### config.mk
export PLATFORM = sky130hd
export DESIGN_NAME = srhf_top
export DESIGN_NICKNAME = d
export VERILOG_FILES = /design/src/hw/srhf_pkg.sv /design/src/hw/srhf_delay_counter.sv /design/src/hw/srhf_top.sv
export SDC_FILE = /design/constraint.sdc
export NUM_CORES = 1
export LEC_CHECK = 0
export BUFFER_PORTS_ARGS = -buffer_cell sky130_fd_sc_hd__buf_2
export CORE_MARGIN = 10
export CORE_UTILIZATION = 40
export CTS_CLUSTER_SIZE = 10
export DETAILED_ROUTE_END_ITERATION = 8
export PLACE_DENSITY_LB_ADDON = 0.05
export REMOVE_ABC_BUFFERS = 1
export SYNTH_ARGS = -nofsm -noshare
export SYNTH_HDL_FRONTEND = slang
export SYNTH_SLANG_ARGS = --single-unit
### constraint.sdc
create_clock -name clk -period 3 [get_ports clk]
set_clock_uncertainty 0.1 [all_clocks]
set_input_delay 0.3 -clock clk [delete_from_list [all_inputs] [get_ports clk]]
set_output_delay 0.3 -clock clk [all_outputs]
set_load 0.1 [all_outputs]
### src/hw/srhf_pkg.sv
package srhf_pkg;
  // Device clock and fixed serial rate
  localparam int unsigned DEV_CLK_HZ = 3686400;
  localparam int unsigned BAUD_RATE = 9600;
  // Sixteen bit clocks per bit time
  localparam int unsigned BITCLK_PER_BIT = 16;
  localparam int unsigned BITCLK_DIV = DEV_CLK_HZ / (BAUD_RATE * BITCLK_PER_BIT);
  localparam logic [4:0] BITCLK_LAST = 5'(BITCLK_DIV - 1);
  // Default start-up delay lengths in device clocks
  localparam int unsigned PWRT_CYCLES_DEF = 256;
  localparam int unsigned OST_CYCLES_DEF = 1024;
  // Internal reset sequence last count; the sequence lasts 16 device clocks
  localparam logic [3:0] RSTSEQ_LAST = 4'hF;
  // Link timeout in bit times while a packet waits on the host
  localparam int unsigned LINK_TIMEOUT_BITS_DEF = 2048;
  // Reported carrier status encodings, low means carrier present
  localparam logic CD_PRESENT = 1'h0;
  localparam logic CD_ABSENT = 1'h1;
  // Sequencer states, one-hot
  typedef enum logic [4:0] {
    SRHF_RESET = 5'h01,
    SRHF_PWRT = 5'h02,
    SRHF_OST = 5'h04,
    SRHF_RSTSEQ = 5'h08,
    SRHF_RUN = 5'h10
  } srhf_state_t;
endpackage

### src/hw/srhf_delay_counter.sv
`timescale 1ns/1ps
`default_nettype none
// Down counter that flags done after a loaded length has elapsed
module srhf_delay_counter #(
  parameter int unsigned WIDTH = 16
) (
  input wire logic clk,
  input wire logic rst_n,
  input wire logic start,
  input wire logic [WIDTH-1:0] length,
  output logic done
);
  // Remaining cycles
  logic [WIDTH-1:0] count;
  logic running;
  wire at_zero = (count == '0);

  // Load on start, count down while running
  always_ff @(posedge clk) begin
    if (!rst_n) begin
      count <= '0;
      running <= 1'b0;
      done <= 1'b0;
    end else if (start) begin
      count <= length;
      running <= 1'b1;
      done <= 1'b0;
    end else if (running) begin
      count <= count - 1'b1;
      running <= !at_zero;
      done <= at_zero;
    end else begin
      done <= 1'b0;
    end
  end
endmodule
`default_nettype wire

### src/hw/srhf_top.sv
// Functional notes
// - Host request-to-send low means ready
// - Request-to-send handled locally, never forwarded
// - Carrier-detect sampled and reported to primary
// - Carrier-detect active low, status encoded alike
// - Fixed 9600 baud from 3.6864 MHz
// - Power-up timer, then oscillator start-up timer
// - No traffic accepted before both delays finish
// - Held in reset while reset pin low
// - Internal reset sequence before normal operation
// - Forward packet only while request-to-send low
`timescale 1ns/1ps
`default_nettype none
module srhf_top
  import srhf_pkg::*;
#(
  parameter int unsigned PWRT_CYCLES = PWRT_CYCLES_DEF,
  parameter int unsigned OST_CYCLES = OST_CYCLES_DEF,
  parameter int unsigned LINK_TIMEOUT_BITS = LINK_TIMEOUT_BITS_DEF
) (
  input wire logic clk,
  input wire logic rst_n,
  input wire logic rts_n,
  input wire logic cd_n,
  input wire logic host_rx_activity,
  input wire logic ir_rx_activity,
  input wire logic packet_pending,
  output logic comm_enable,
  output logic host_traffic_ok,
  output logic ir_traffic_ok,
  output logic forward_to_host,
  output logic link_cd_status,
  output logic link_timeout,
  output logic bitclk_tick,
  output logic baud_tick
);
  // Sequencer state
  srhf_state_t state;
  srhf_state_t next_state;
  // Reset-sequence counter
  logic [3:0] rstseq_count;
  // Start pulses for the two delay counters
  logic pwrt_start;
  logic ost_start;
  logic pwrt_done;
  logic ost_done;
  // Bit clock divider and bit-time counter
  logic [4:0] bitclk_div;
  logic [3:0] bit_phase;
  // Link timeout counter in bit times
  logic [15:0] wait_bits;

  // Decoding of state and strobes
  wire in_run = (state == SRHF_RUN);
  wire rts_ready = (rts_n == 1'b0);
  wire div_wrap = (bitclk_div == BITCLK_LAST);
  wire bit_wrap = div_wrap && (bit_phase == 4'hF);
  wire waiting = in_run && packet_pending && !rts_ready;
  wire timeout_hit = (wait_bits == 16'(LINK_TIMEOUT_BITS - 1));

  // Power-up timer runs first
  srhf_delay_counter #(.WIDTH(16)) u_pwrt (
    .clk(clk),
    .rst_n(rst_n),
    .start(pwrt_start),
    .length(16'(PWRT_CYCLES - 1)),
    .done(pwrt_done)
  );

  // Oscillator start-up timer runs second
  srhf_delay_counter #(.WIDTH(16)) u_oscillator_startup_timer (
    .clk(clk),
    .rst_n(rst_n),
    .start(ost_start),
    .length(16'(OST_CYCLES - 1)),
    .done(ost_done)
  );

  // Next-state selection
  always_comb begin
    next_state = state;
    pwrt_start = 1'b0;
    ost_start = 1'b0;
    unique case (state)
      SRHF_RESET: begin
        next_state = SRHF_PWRT;
        pwrt_start = 1'b1;
      end
      SRHF_PWRT: begin
        if (pwrt_done) begin
          next_state = SRHF_OST;
          ost_start = 1'b1;
        end
      end
      SRHF_OST: begin
        if (ost_done) begin
          next_state = SRHF_RSTSEQ;
        end
      end
      SRHF_RSTSEQ: begin
        if (rstseq_count == RSTSEQ_LAST) begin
          next_state = SRHF_RUN;
        end
      end
      SRHF_RUN: begin
        next_state = SRHF_RUN;
      end
      default: begin
        next_state = SRHF_RESET;
      end
    endcase
  end

  // State register; reset pin low pins it in reset
  always_ff @(posedge clk) begin
    if (!rst_n) begin
      state <= SRHF_RESET;
    end else begin
      state <= next_state;
    end
  end

  // Internal reset-sequence counter
  always_ff @(posedge clk) begin
    if (!rst_n || state != SRHF_RSTSEQ) begin
      rstseq_count <= 4'h0;
    end else begin
      rstseq_count <= rstseq_count + 4'h1;
    end
  end

  // Bit clock divider, idle until running so no early ticks
  always_ff @(posedge clk) begin
    if (!rst_n || !in_run) begin
      bitclk_div <= 5'h00;
      bit_phase <= 4'h0;
    end else begin
      bitclk_div <= div_wrap ? 5'h00 : bitclk_div + 5'h01;
      bit_phase <= div_wrap ? bit_phase + 4'h1 : bit_phase;
    end
  end

  // Timing strobes, registered
  always_ff @(posedge clk) begin
    if (!rst_n) begin
      bitclk_tick <= 1'b0;
      baud_tick <= 1'b0;
    end else begin
      bitclk_tick <= in_run && div_wrap;
      baud_tick <= in_run && bit_wrap;
    end
  end

  // Gating of both interfaces until start-up is over
  always_ff @(posedge clk) begin
    if (!rst_n) begin
      comm_enable <= 1'b0;
      host_traffic_ok <= 1'b0;
      ir_traffic_ok <= 1'b0;
    end else begin
      comm_enable <= in_run;
      host_traffic_ok <= in_run && host_rx_activity;
      ir_traffic_ok <= in_run && ir_rx_activity;
    end
  end

  // Carrier status to primary; idle reports absent
  // Request-to-send is never mixed in here, it stays local
  always_ff @(posedge clk) begin
    if (!rst_n) begin
      link_cd_status <= CD_ABSENT;
    end else begin
      link_cd_status <= in_run ? cd_n : CD_ABSENT;
    end
  end

  // Forwarding gate and link timeout
  always_ff @(posedge clk) begin
    if (!rst_n || !waiting) begin
      wait_bits <= 16'h0000;
    end else if (bit_wrap && !timeout_hit) begin
      wait_bits <= wait_bits + 16'h0001;
    end
  end

  // Timeout is sticky until the next reset: the link is dropped
  always_ff @(posedge clk) begin
    if (!rst_n) begin
      forward_to_host <= 1'b0;
      link_timeout <= 1'b0;
    end else begin
      forward_to_host <= in_run && packet_pending && rts_ready && !link_timeout;
      link_timeout <= link_timeout || (waiting && bit_wrap && timeout_hit);
    end
  end
endmodule
`default_nettype wire

# Word level (Yosys, flattened, before mapping)
# Cells that the tools add are included.
# totals
ff_bits,78
word_cells,93
output_inout_bits,8
n_memories,0
ramBits,0
latchBits,0
in_bits,7
romBits,0
# classes
add_sub_neg,6
n_lt_le_gt_ge,0
n_div,0
mul,0
n_reduce_logical,34
bitwise_logic,4
eq_ne,13
n_shift,0
mux,15
# ops
cell,count
zero test 16 bit,2
subtractor 16 x 1 -> 16 bit (second input constant),2
one-hot mux 5 bit (5 select lines),1
2-to-1 mux 10 bit,2
adder 16 x 1 -> 16 bit (second input constant),1
equality test 16 x 11 -> 1 bit (second input constant),1
2-to-1 mux 8 bit,2
2-to-1 mux 5 bit,3
logical AND 1 bit,12
equality test 5 bit (second input constant),2
adder 4 x 1 -> 4 bit (second input constant),2
equality test 4 bit (second input constant),2
zero test 1 bit,7
2-to-1 mux 1 bit,7
OR reduction 2 bit,3
OR reduction 3 bit,2
adder 5 x 1 -> 5 bit (second input constant),1
equality test 5 x 1 -> 1 bit (second input constant),1
equality test 5 x 2 -> 1 bit (second input constant),1
equality test 5 x 3 -> 1 bit (second input constant),1
equality test 5 x 4 -> 1 bit (second input constant),1
inequality test 5 x 4 -> 1 bit (second input constant),1
logical OR 1 bit,4
inequality test 2 x 1 -> 1 bit (second input constant),2
other kinds (5),9

# Logic depth before layout (Yosys ltp)
# Gate-level depths: netlist of run 1.
# logic_depth
word_depth,6
mapped_depth,7
mapped_depth_nobuf,6

# Hierarchy
# From an unflattened synthesis of run 1, not the netlist that was laid out.
# hier_totals
hier_cells,451
hier_area_um2,3886.2
# modules_own_cells
mod,area_per_inst_um2,n_inst,cells_each,seq_area_each_um2
srhf_delay_counter,993.5,2,116,360.3
srhf_top,1899.3,1,219,840.8

# Worst setup path after synthesis of run 1
# No wires, ideal clock.
# synth_timing
kind,reg2reg
startpoint,reg bitclk_div[0]
endpoint,reg wait_bits[9]
t_required_ns,2.830
arrival_ns,2.032
setup_time_ns,0.070
setup_slack_ns,0.797
path_stages_with_launch,7
cell_sequence,dfxtp_1 > ha_1 > nand4b_4 > or4_1 > buf_2 > or4_1 > a21oi_1
# synth_between
elab_chain_len,3
# synth_rtl
element,line,source
from (decl),srhf_top.sv:48,logic [4:0] bitclk_div;
from (signal assigned),srhf_top.sv:138,bitclk_div <= div_wrap ? 5'h00 : bitclk_div + 5'h01;
equality test 5 bit,srhf_top.sv:56,wire div_wrap = (bitclk_div == BITCLK_LAST);
logical AND 1 bit,srhf_top.sv:57,wire bit_wrap = div_wrap && (bit_phase == 4'hF);
logical AND 1 bit,srhf_top.sv:181,end else if (bit_wrap && !timeout_hit) begin
to (signal assigned),srhf_top.sv:182,wait_bits <= wait_bits + 16'h0001;
to (decl),srhf_top.sv:51,logic [15:0] wait_bits;
# Every way passes these cells.
# A chain may end at the register's enable or synchronous reset.

# Final worst setup path of run 1
# Ends and elaborated chain as after synthesis.

==> results of run 1 <==
routing by layer:
metal,up-vias,track usage,wire (µm)
li1,1454,-,-
met4,0,0.03046,76
met2,22,0.1886,3321
met5,-,0,0
met1,1296,0.1341,3332
met3,7,0.03887,188
state kept, by name, summed over array words and instances, names as in the netlist:
| signal | flops |
|---|---|
| u_oscillator_startup_timer.count | 16 |
| ir_traffic_ok | 1 |
| comm_enable | 1 |
| bitclk_div | 5 |
| forward_to_host | 1 |
| u_oscillator_startup_timer.done | 1 |
| wait_bits | 16 |
| u_pwrt.running | 1 |
| bit_phase | 4 |
| host_traffic_ok | 1 |
| state | 5 |
| bitclk_tick | 1 |
| baud_tick | 1 |
| link_cd_status | 1 |
| u_pwrt.done | 1 |
| u_pwrt.count | 16 |
| link_timeout | 1 |
| u_oscillator_startup_timer.running | 1 |
| rstseq_count | 4 |
cells in the final DEF (no fill, tap or decap), types with 2 or more instances in the layout:
cell type and count:
a31oi_1 2, and3b_1 2, or4_1 16, and3_1 5, nand2_1 25, o21ai_0 11
or3_1 6, bufinv_16 2, nand2b_1 2, buf_4 9, a21oi_1 33, nor3_1 13
xnor2_1 12, inv_1 16, a211oi_1 2, clkbuf_8 9, clkinv_4 3, nand3_1 17
ha_1 7, or2_2 2, dfxtp_1 78, o31ai_1 13, nor4bb_1 2, xor2_1 22
nor2_1 33, nor4_1 7, nand3b_1 4, buf_2 14, nor4b_1 4, a21boi_0 8
nand4_1 19, nand4b_1 5
where the power goes:
group	internal, mW	leakage, nW	switching [mW]
sequential	1.06	0.632	0.0285
combinational	0.0537	0.625	0.0746
clock	0.471	0.109	0.403
total	1.58	1.37	0.506
worst register-to-register path: cells and delay by family (launching register included):
kind	cells	cell delay, ps
compound gates	1	140
fa+ha+maj	1	300
flops	1	360
simple gates	3	1440
through the flow:
step	worst slack [ps]	hold slack [ps]	cells	utilization	power, mW
2_1_floorplan	717.8	261.9	373	-	1.197
4_1_cts	584.7	18.01	517	0.4660	2.119
3_5_place_dp	620.9	343.5	501	0.4392	1.242
6_report	583.9	26.43	517	0.4660	2.089
5_1_grt	361.6	15.93	517	0.4660	2.191
3_3_place_gp	658.8	331.5	501	0.4392	1.241
Yosys cell counts:
master,n,area (µm²)
a211oi_1,2,15.01
nand3b_1,4,30.03
nand2b_1,2,12.51
nand3_1,17,85.08
nor3_1,13,65.06
buf_2,2,10.01
nor2_1,33,123.9
nor4b_1,4,35.03
xnor2_1,12,105.1
nand4b_4,1,23.77
nand4b_1,5,43.79
and3_1,5,31.28
or3_1,6,37.54
a21boi_0,8,60.06
or2_2,2,12.51
nor4bb_1,2,20.02
o21ai_0,11,55.05
nand2_1,25,93.84
a31oi_1,2,12.51
and4b_2,1,11.26
xor2_1,22,192.7
inv_1,16,60.06
and2_1,1,6.260
a21oi_1,33,165.2
clkbuf_2,2,10.01
clkbuf_1,10,37.54
o31ai_1,13,97.59
o211ai_1,1,7.510
and3b_1,2,17.52
and3_2,1,7.510
nand4_1,19,118.9
ha_1,7,87.58
nor4_1,7,43.79
or4_1,16,120.1
dfxtp_1,78,1562
nor3b_1,1,7.510
a2111oi_0,1,8.760
cell families (layout without fill, tap and decap cells):
logic type      count (synthesis)  in the layout  synth area share
compound gates                 71             71            0.1228
simple gates                  167            167            0.2759
xor+xnor                       34             34           0.08673
flops                          78             78            0.4548
buf+inv                        30             55           0.03426
fa+ha+maj                       7              7           0.02551
final cells by class:
class / count / area (µm²)
Clock buffer: 9 / 123.9
Clock inverter: 7 / 98.84
Fill cell: 823 / 4432
Inverter: 16 / 60.06
Multi-Input combinational cell: 279 / 1754
Sequential cell: 78 / 1562
Tap cell: 105 / 131.4
Timing Repair Buffer: 23 / 137.6
worst paths after layout:
path / from / endpoint / slack [ps] / cells past startpoint
max: bitclk_div[0]$_SDFF_PP0_ / wait_bits[9]$_SDFFE_PP0P_ / 580 / 5
min: cd_n / link_cd_status$_SDFF_PN1_ / 30 / 2
max reg2reg: bitclk_div[0]$_SDFF_PP0_ / wait_bits[9]$_SDFFE_PP0P_ / 580 / 5
min reg2reg: rstseq_count[0]$_SDFF_PP0_ / rstseq_count[0]$_SDFF_PP0_ / 350 / 1
==> run_results.csv, run 1 <==
group,metric,value,unit
synthesis,avgSynthCellArea,8.872,µm²
outcome,status,"finished clean",
timing,fin_setup_tns,0,ps
detailed_routing,post_drt_wl_per_cell,13.38,µm
power_and_ir_drop,power_density,540.2,nW/µm²
synthesis,yosys_register_bits,78,
synthesis,synth_cell_types,37,
clocking,clk_pin_slew,90,ps
worst_hold_path,min_path_type,"in2reg",
die,io_pins,15,
clocking,cts_buffers,9,
placed_design,dp_hpwl,4.820,mm
clocking,cts_root_buffer,"clkbuf_8",
die,rows,33,
global_routing,grt_max_degree,21,
timing,rsz0062_at_grt,"false",
clocking,cts-resized-gates,0,
placed_design,place_area,3645,µm²
synthesis,synth_cells,387,
die,coreArea,8299,µm²
layout,drive_above_1_share,0.1068,
clocking,hold_buffers,0,
clocking,clk_path_buf_depth,2,
critical_path,path_max_fanout,10,
die,dieWidth,112.6,µm
critical_path,cp-start-kind,"flop",
critical_path,critPathKind,"reg2reg",
critical_path,cp-end-kind,"flop",
clocking,post_cts_buffers,0,
detailed_routing,vias,2779,
detailed_routing,postRouteAntennaNets,0,
die,die_area,12690,µm²
layout,nNetsFinal,421,
clocking,clock_sink_count,78,
timing,finalSetupViolCount,0,
global_routing,grt_pass1_wl,12.25,mm
timing,fmax,0.4139,GHz
placed_design,gp_congestion,0.7608,
power_and_ir_drop,vdd_drop_max,0.0002890,V
die,fp.dieH,112.6,µm
clocking,cts_tree,"done",
critical_path,path_cells,"ha_1, nand4b_4, or4_1, or4_1, a21oi_1",
global_routing,groute.usage.overall,0.1129,
detailed_routing,drc,0,
timing,tightest_slew,814.7,ps
critical_path,slowest_stage,"or4_1",
critical_path,path_delay_family,"simple AND/OR/NAND/NOR gates",
detailed_routing,initialDrtViolationCount,74,
detailed_routing,routed_wirelength,6.919,mm
flow_run,maxCapViolCount,0,
critical_path,required,3180,ps
timing,min_period_over_period,0.8054,
layout,syn2layout_area_growth,12.65,%
timing,slew_headroom,0.4527,
critical_path,path_buf_inv,0,
layout,num_antenna_cells,0,
critical_path,crit_top_cell,"or4_1",
timing,slew_violations,0,
synthesis,synth_area,3433,µm²
global_routing,gr-total-overflow,0,
detailed_routing,dr.pass1.iters,4,
clocking,clock_latency,350,ps
die,start_util,0.4137,
critical_path,cpPeakStageDelay,730,ps
timing,fin_crit,2416,ps
power_and_ir_drop,leakage,1.366,nW
global_routing,antenna_found_initial,0,
clocking,htree_levels,3,
timing,hold_viol,0,
detailed_routing,viasPerCell,5.375,
global_routing,grt_pass1_vias,2667,
placed_design,portBuffers,14,
layout,fin_area,3867,µm²
synthesis,ys_warn_count,0,
critical_path,worstPathArrival,2600,ps
synthesis,ys_seq_area_frac,0.4548,
Note: power is estimated with default switching activity, not from simulation.
==> inputs of run 2 (changes only) <==
- clock period: 3 -> 2.2 ns (I/O delays scaled with it)
==> run_results.csv, run 2 (synthesized netlist as in run 1, its figures left out) <==
group,metric,value,unit
outcome,status,"finished clean",
die,rows,33,
timing,slew_headroom,0.6671,
global_routing,grt_pass1_wl,12.51,mm
detailed_routing,postRouteAntennaNets,0,
timing,slew_violations,0,
clocking,post_cts_buffers,0,
die,fp.dieH,112.6,µm
clocking,cts_buffers,9,
detailed_routing,vias,2837,
power_and_ir_drop,clockPowerShare,0.416,
layout,reg.largest.list,"u_oscillator_startup_timer.count x16, u_pwrt.count x16, wait_bits x16",
global_routing,grt_pass1_vias,2814,
critical_path,reg2reg_depth,5,
global_routing,gr-total-overflow,0,
power_and_ir_drop,p_int,2.200,mW
clocking,cts_tree,"done",
critical_path,cp-start-kind,"flop",
timing,tightest_slew,502.8,ps
clocking,clock_sink_count,78,
clocking,clock_latency,350,ps
layout,drive_above_1_share,0.1458,
timing,min_period_over_period,0.9410,
power_and_ir_drop,comb_power_share,0.069,
worst_hold_path,min_path_type,"in2reg",
power_and_ir_drop,power_density,708.1,nW/µm²
detailed_routing,routed_wirelength,7.000,mm
placed_design,gp_congestion,0.7427,
layout,final_cell_mix,"dfxtp_1 (76), nor2_1 (33), a21oi_1 (33), nand2_1 (25), buf_4 (25)",
clocking,htree_levels,3,
timing,rsz0062_at_grt,"false",
clocking,clk_path_buf_depth,2,
clocking,cts_root_buffer,"clkbuf_8",
die,die_area,12690,µm²
worst_hold_path,hold_path_end,"state[0]$_SDFFE_PN1P_",
power_and_ir_drop,switching_share,0.2339,
power_and_ir_drop,leakage,1.467,nW
critical_path,cp-end-kind,"flop",
flow_run,maxCapViolCount,0,
detailed_routing,initialDrtViolationCount,81,
timing,hold_viol,0,
placed_design,dp_hpwl,4.956,mm
timing,hold_ws,178.5,ps
detailed_routing,dr.pass1.iters,4,
global_routing,groute.usage.overall,0.1153,
timing,fmax,0.4831,GHz
worst_hold_path,holdCritStartpoint,"rst_n",
critical_path,required,2380,ps
layout,final_common_cell,"dfxtp_1",
critical_path,worstPathArrival,2250,ps
power_and_ir_drop,netSwitchingPower,0.6717,mW
critical_path,path_max_fanout,8,
detailed_routing,post_drt_wl_per_cell,13.04,µm
critical_path,r2r-end,"wait_bits[9]$_SDFFE_PP0P_",
layout,final_util,0.4886,
die,io_pins,15,
timing,finalSetupViolCount,0,
critical_path,reg2reg_from,"bitclk_div[0]$_SDFF_PP0_",
power_and_ir_drop,vdd_drop_max,0.0003480,V
die,start_util,0.4137,
worst_hold_path,hold_depth,3,
global_routing,antenna_found_initial,0,
clocking,clk_pin_slew,80,ps
layout,syn2layout_area_growth,18.11,%
power_and_ir_drop,pwr-share-seq,0.515,
die,coreArea,8299,µm²
global_routing,grt_max_degree,18,
placed_design,portBuffers,14,
layout,num_antenna_cells,0,
critical_path,ff2ff_setup_slack,130,ps
critical_path,critPathKind,"reg2reg",
layout,nNetsFinal,442,
detailed_routing,viasPerCell,5.283,
timing,fin_crit,2070,ps
die,dieWidth,112.6,µm
detailed_routing,drc,0,
-- run 2: cell count changes in the layout (fill, tap and decap cells not counted), moves of 2 or more --
cell	delta
clkinv_4	-3
dlygate4sd3_1	+5
buf_4	+16
dfxtp_1	-2
dfxtp_2	+2
-- run 2: per-layer routing --
metal  global-route usage  wire, µm  vias to the layer above  part of all wire
met1               0.1338      3329                     1331              0.48
met5                    0         0                        -                 0
met4              0.04907        63                        0            0.0090
met2               0.1962      3451                       18              0.49
li1                     -         -                     1484                 -
met3              0.02875       155                        4             0.022
-- run 2: area by class of cell --
type	count	area, µm²
Inverter	16	60.06
Sequential cell	78	1564
Fill cell	786	4244
Multi-Input combinational cell	279	1773
Timing Repair Buffer	44	307.8
Clock buffer	10	137.6
Tap cell	105	131.4
Clock inverter	5	81.33
-- run 2: timing repair --
item                                   4_1_cts  5_1_grt
endpoints found under the hold margin        4        0
setup endpoints to repair                    9       12
pin swaps                                    0        1
hold buffers                                 5        0
gates resized for setup                      2        4
-- run 2: how the worst max path moves through the flow --
stage                                           from                          to  slack [ps]  cells past startpoint
after floorplan           wait_bits[11]$_SDFFE_PP0P_   wait_bits[3]$_SDFFE_PP0P_         -80                      4
after global placement      bitclk_div[0]$_SDFF_PP0_   wait_bits[9]$_SDFFE_PP0P_         -50                      5
after detailed placement    bitclk_div[1]$_SDFF_PP0_   wait_bits[9]$_SDFFE_PP0P_         -80                      5
after CTS                   bitclk_div[1]$_SDFF_PP0_   wait_bits[4]$_SDFFE_PP0P_          20                      6
after global routing           state[0]$_SDFFE_PN1P_  forward_to_host$_SDFF_PN0_           8                      6
final                       bitclk_div[0]$_SDFF_PP0_   wait_bits[9]$_SDFFE_PP0P_         130                      5
-- run 2: power by group through the flow --
stage	combinational (mW)	clock (mW)	sequential, mW
CTS	0.200	1.23	1.48
global placement	0.193	0	1.51
detailed placement	0.194	0	1.51
global route	0.229	1.30	1.49
floorplan	0.125	0	1.51
finish	0.197	1.19	1.48
-- run 2: through the flow --
step | total power [mW] | setup TNS (ps) | instance area [µm²] | instances | setup WS [ps]
finish | 2.871 | 0 | 4055 | 537 | 129.9
global route | 3.016 | 0 | 4055 | 537 | 8.256
CTS | 2.913 | 0 | 4040 | 537 | 17.59
detailed placement | 1.707 | -120.2 | 3765 | 517 | -84.32
global placement | 1.706 | -45.85 | 3765 | 517 | -45.85
floorplan | 1.632 | -477.6 | 3376 | 373 | -82.15
-- run 2: worst max-delay path: stages (launching register included) --
cell and delay (ps):
dfxtp_2 360, ha_4 180, nand4b_4 110, or4_4 600, or4_1 520, a21oi_1 140
==> inputs of run 3 (changes only) <==
- CELL_PAD_IN_SITES_DETAIL_PLACEMENT: not set -> 0
- CELL_PAD_IN_SITES_GLOBAL_PLACEMENT: not set -> 1
==> run_results.csv, run 3 (synthesized netlist as in run 1, its figures left out) <==
group,metric,value,unit
outcome,status,"finished clean",
layout,final_cell_mix,"dfxtp_1 (77), nor2_1 (33), a21oi_1 (33), nand2_1 (25), xor2_1 (22)",
clocking,cts_tree,"done",
layout,syn2layout_area_growth,17.71,%
die,rows,33,
power_and_ir_drop,p_int,2.210,mW
clocking,clock_sink_count,78,
detailed_routing,post_drt_wl_per_cell,13.51,µm
die,fp.dieH,112.6,µm
timing,slew_violations,0,
layout,fillers,803,
clocking,cts_root_buffer,"clkbuf_8",
die,start_util,0.4137,
layout,stdcell_count,534,
worst_hold_path,min_path_type,"in2reg",
layout,drive_above_1_share,0.1399,
layout,fin_area,4041,µm²
critical_path,critPathKind,"reg2reg",
timing,rsz0062_at_grt,"false",
critical_path,path_max_fanout,8,
placed_design,place_area,3735,µm²
timing,slew_headroom,0.6646,
detailed_routing,postRouteAntennaNets,0,
critical_path,cp-end-kind,"flop",
flow_run,maxCapViolCount,0,
die,dieWidth,112.6,µm
detailed_routing,vias,2880,
placed_design,dp_cells,513,
timing,tightest_slew,506.6,ps
placed_design,dp_slack,-55.95,ps
critical_path,required,2380,ps
power_and_ir_drop,netSwitchingPower,0.7004,mW
clocking,clock_latency,340,ps
clocking,htree_levels,3,
power_and_ir_drop,switching_share,0.2406,
power_and_ir_drop,power_density,720.2,nW/µm²
timing,fin_crit,2091,ps
power_and_ir_drop,power,2.911,mW
power_and_ir_drop,pwr-share-seq,0.509,
global_routing,antenna_found_initial,0,
die,coreArea,8299,µm²
timing,finalSetupViolCount,0,
detailed_routing,drc,0,
detailed_routing,routed_wirelength,7.217,mm
power_and_ir_drop,vdd_drop_max,0.0002740,V
timing,fmax,0.4783,GHz
global_routing,grt_pass1_vias,2647,
placed_design,dp_hpwl,5.051,mm
placed_design,gp_congestion,0.7727,
die,die_area,12690,µm²
power_and_ir_drop,clockPowerShare,0.423,
power_and_ir_drop,leakage,1.449,nW
global_routing,gr-total-overflow,0,
placed_design,portBuffers,14,
timing,fin_ws,109.2,ps
layout,final_common_cell,"dfxtp_1",
clocking,clk_path_buf_depth,2,
detailed_routing,viasPerCell,5.393,
die,io_pins,15,
layout,final_util,0.4870,
layout,nNetsFinal,438,
detailed_routing,dr.pass1.iters,4,
layout,num_antenna_cells,0,
clocking,cts_buffers,9,
critical_path,worstPathArrival,2270,ps
clocking,clk_pin_slew,80,ps
global_routing,grt_pass1_wl,12.35,mm
global_routing,grt_max_degree,21,
critical_path,cp-start-kind,"flop",
timing,min_period_over_period,0.9504,
detailed_routing,initialDrtViolationCount,70,
global_routing,groute.usage.overall,0.1133,
power_and_ir_drop,comb_power_share,0.068,
layout,reg.largest.list,"u_oscillator_startup_timer.count x16, u_pwrt.count x16, wait_bits x16",
timing,hold_viol,0,
## run 3: through the flow
step	TNS, ps	hold slack, ps
2_1_floorplan	-477.6	181.9
3_3_place_gp	-32.30	300.2
3_5_place_dp	-85.71	304.1
4_1_cts	0	184.2
5_1_grt	0	182.9
6_report	0	177.2
## run 3: path summary, 6_finish.rpt
check                                  start                         end  slack, ps  cells past startpoint
setup / recovery    bitclk_div[0]$_SDFF_PP0_   wait_bits[9]$_SDFFE_PP0P_        110                      5
hold / removal                         rst_n       state[0]$_SDFFE_PN1P_        180                      3
setup reg to reg    bitclk_div[0]$_SDFF_PP0_   wait_bits[9]$_SDFFE_PP0P_        110                      5
hold reg to reg   rstseq_count[0]$_SDFF_PP0_  rstseq_count[0]$_SDFF_PP0_        350                      1
## run 3: critical path, cell delays in order (launching register included)
cell      delay [ps]
dfxtp_1          380
ha_4             190
nand4b_4         110
or4_4            600
or4_1            510
a21oi_1          140
## run 3: power by group through the flow
stage	Combinational [mW]	Sequential [mW]	Clock (mW)
after CTS	0.200	1.48	1.26
after floorplan	0.125	1.51	0
after global routing	0.229	1.49	1.32
after global placement	0.191	1.51	0
after detailed placement	0.193	1.51	0
final	0.198	1.48	1.23
## run 3: area by class of cell
| class | instances | area (µm²) | area share |
|---|---|---|---|
| clock buffers | 10 | 137.6 | 0.03406 |
| clock inverters | 6 | 92.59 | 0.02291 |
| inverters | 16 | 60.06 | 0.01486 |
| multi-input cells | 279 | 1779 | 0.4402 |
| flip-flops and latches | 78 | 1563 | 0.3867 |
| well taps | 105 | 131.4 | 0.03251 |
| repair buffers | 40 | 277.8 | 0.06873 |
## run 3: repair_timing
| item | 4_1_cts | 5_1_grt |
|---|---|---|
| pin swaps | 0 | 0 |
| endpoints found under the hold margin | 4 | 0 |
| endpoints found under the setup margin | 8 | 9 |
| gates cloned | 0 | 0 |
| setup buffers | 0 | 0 |
| resized for setup | 2 | 4 |
| hold buffers | 5 | 0 |
## run 3: routing by layer
layer | GRT usage | up-vias | part of all wire
met2 | 0.1782 | 32 | 0.47
li1 | - | 1475 | -
met4 | 0.04822 | 0 | 0.0073
met5 | 0 | - | 0
met1 | 0.1462 | 1369 | 0.50
met3 | 0.02343 | 4 | 0.026
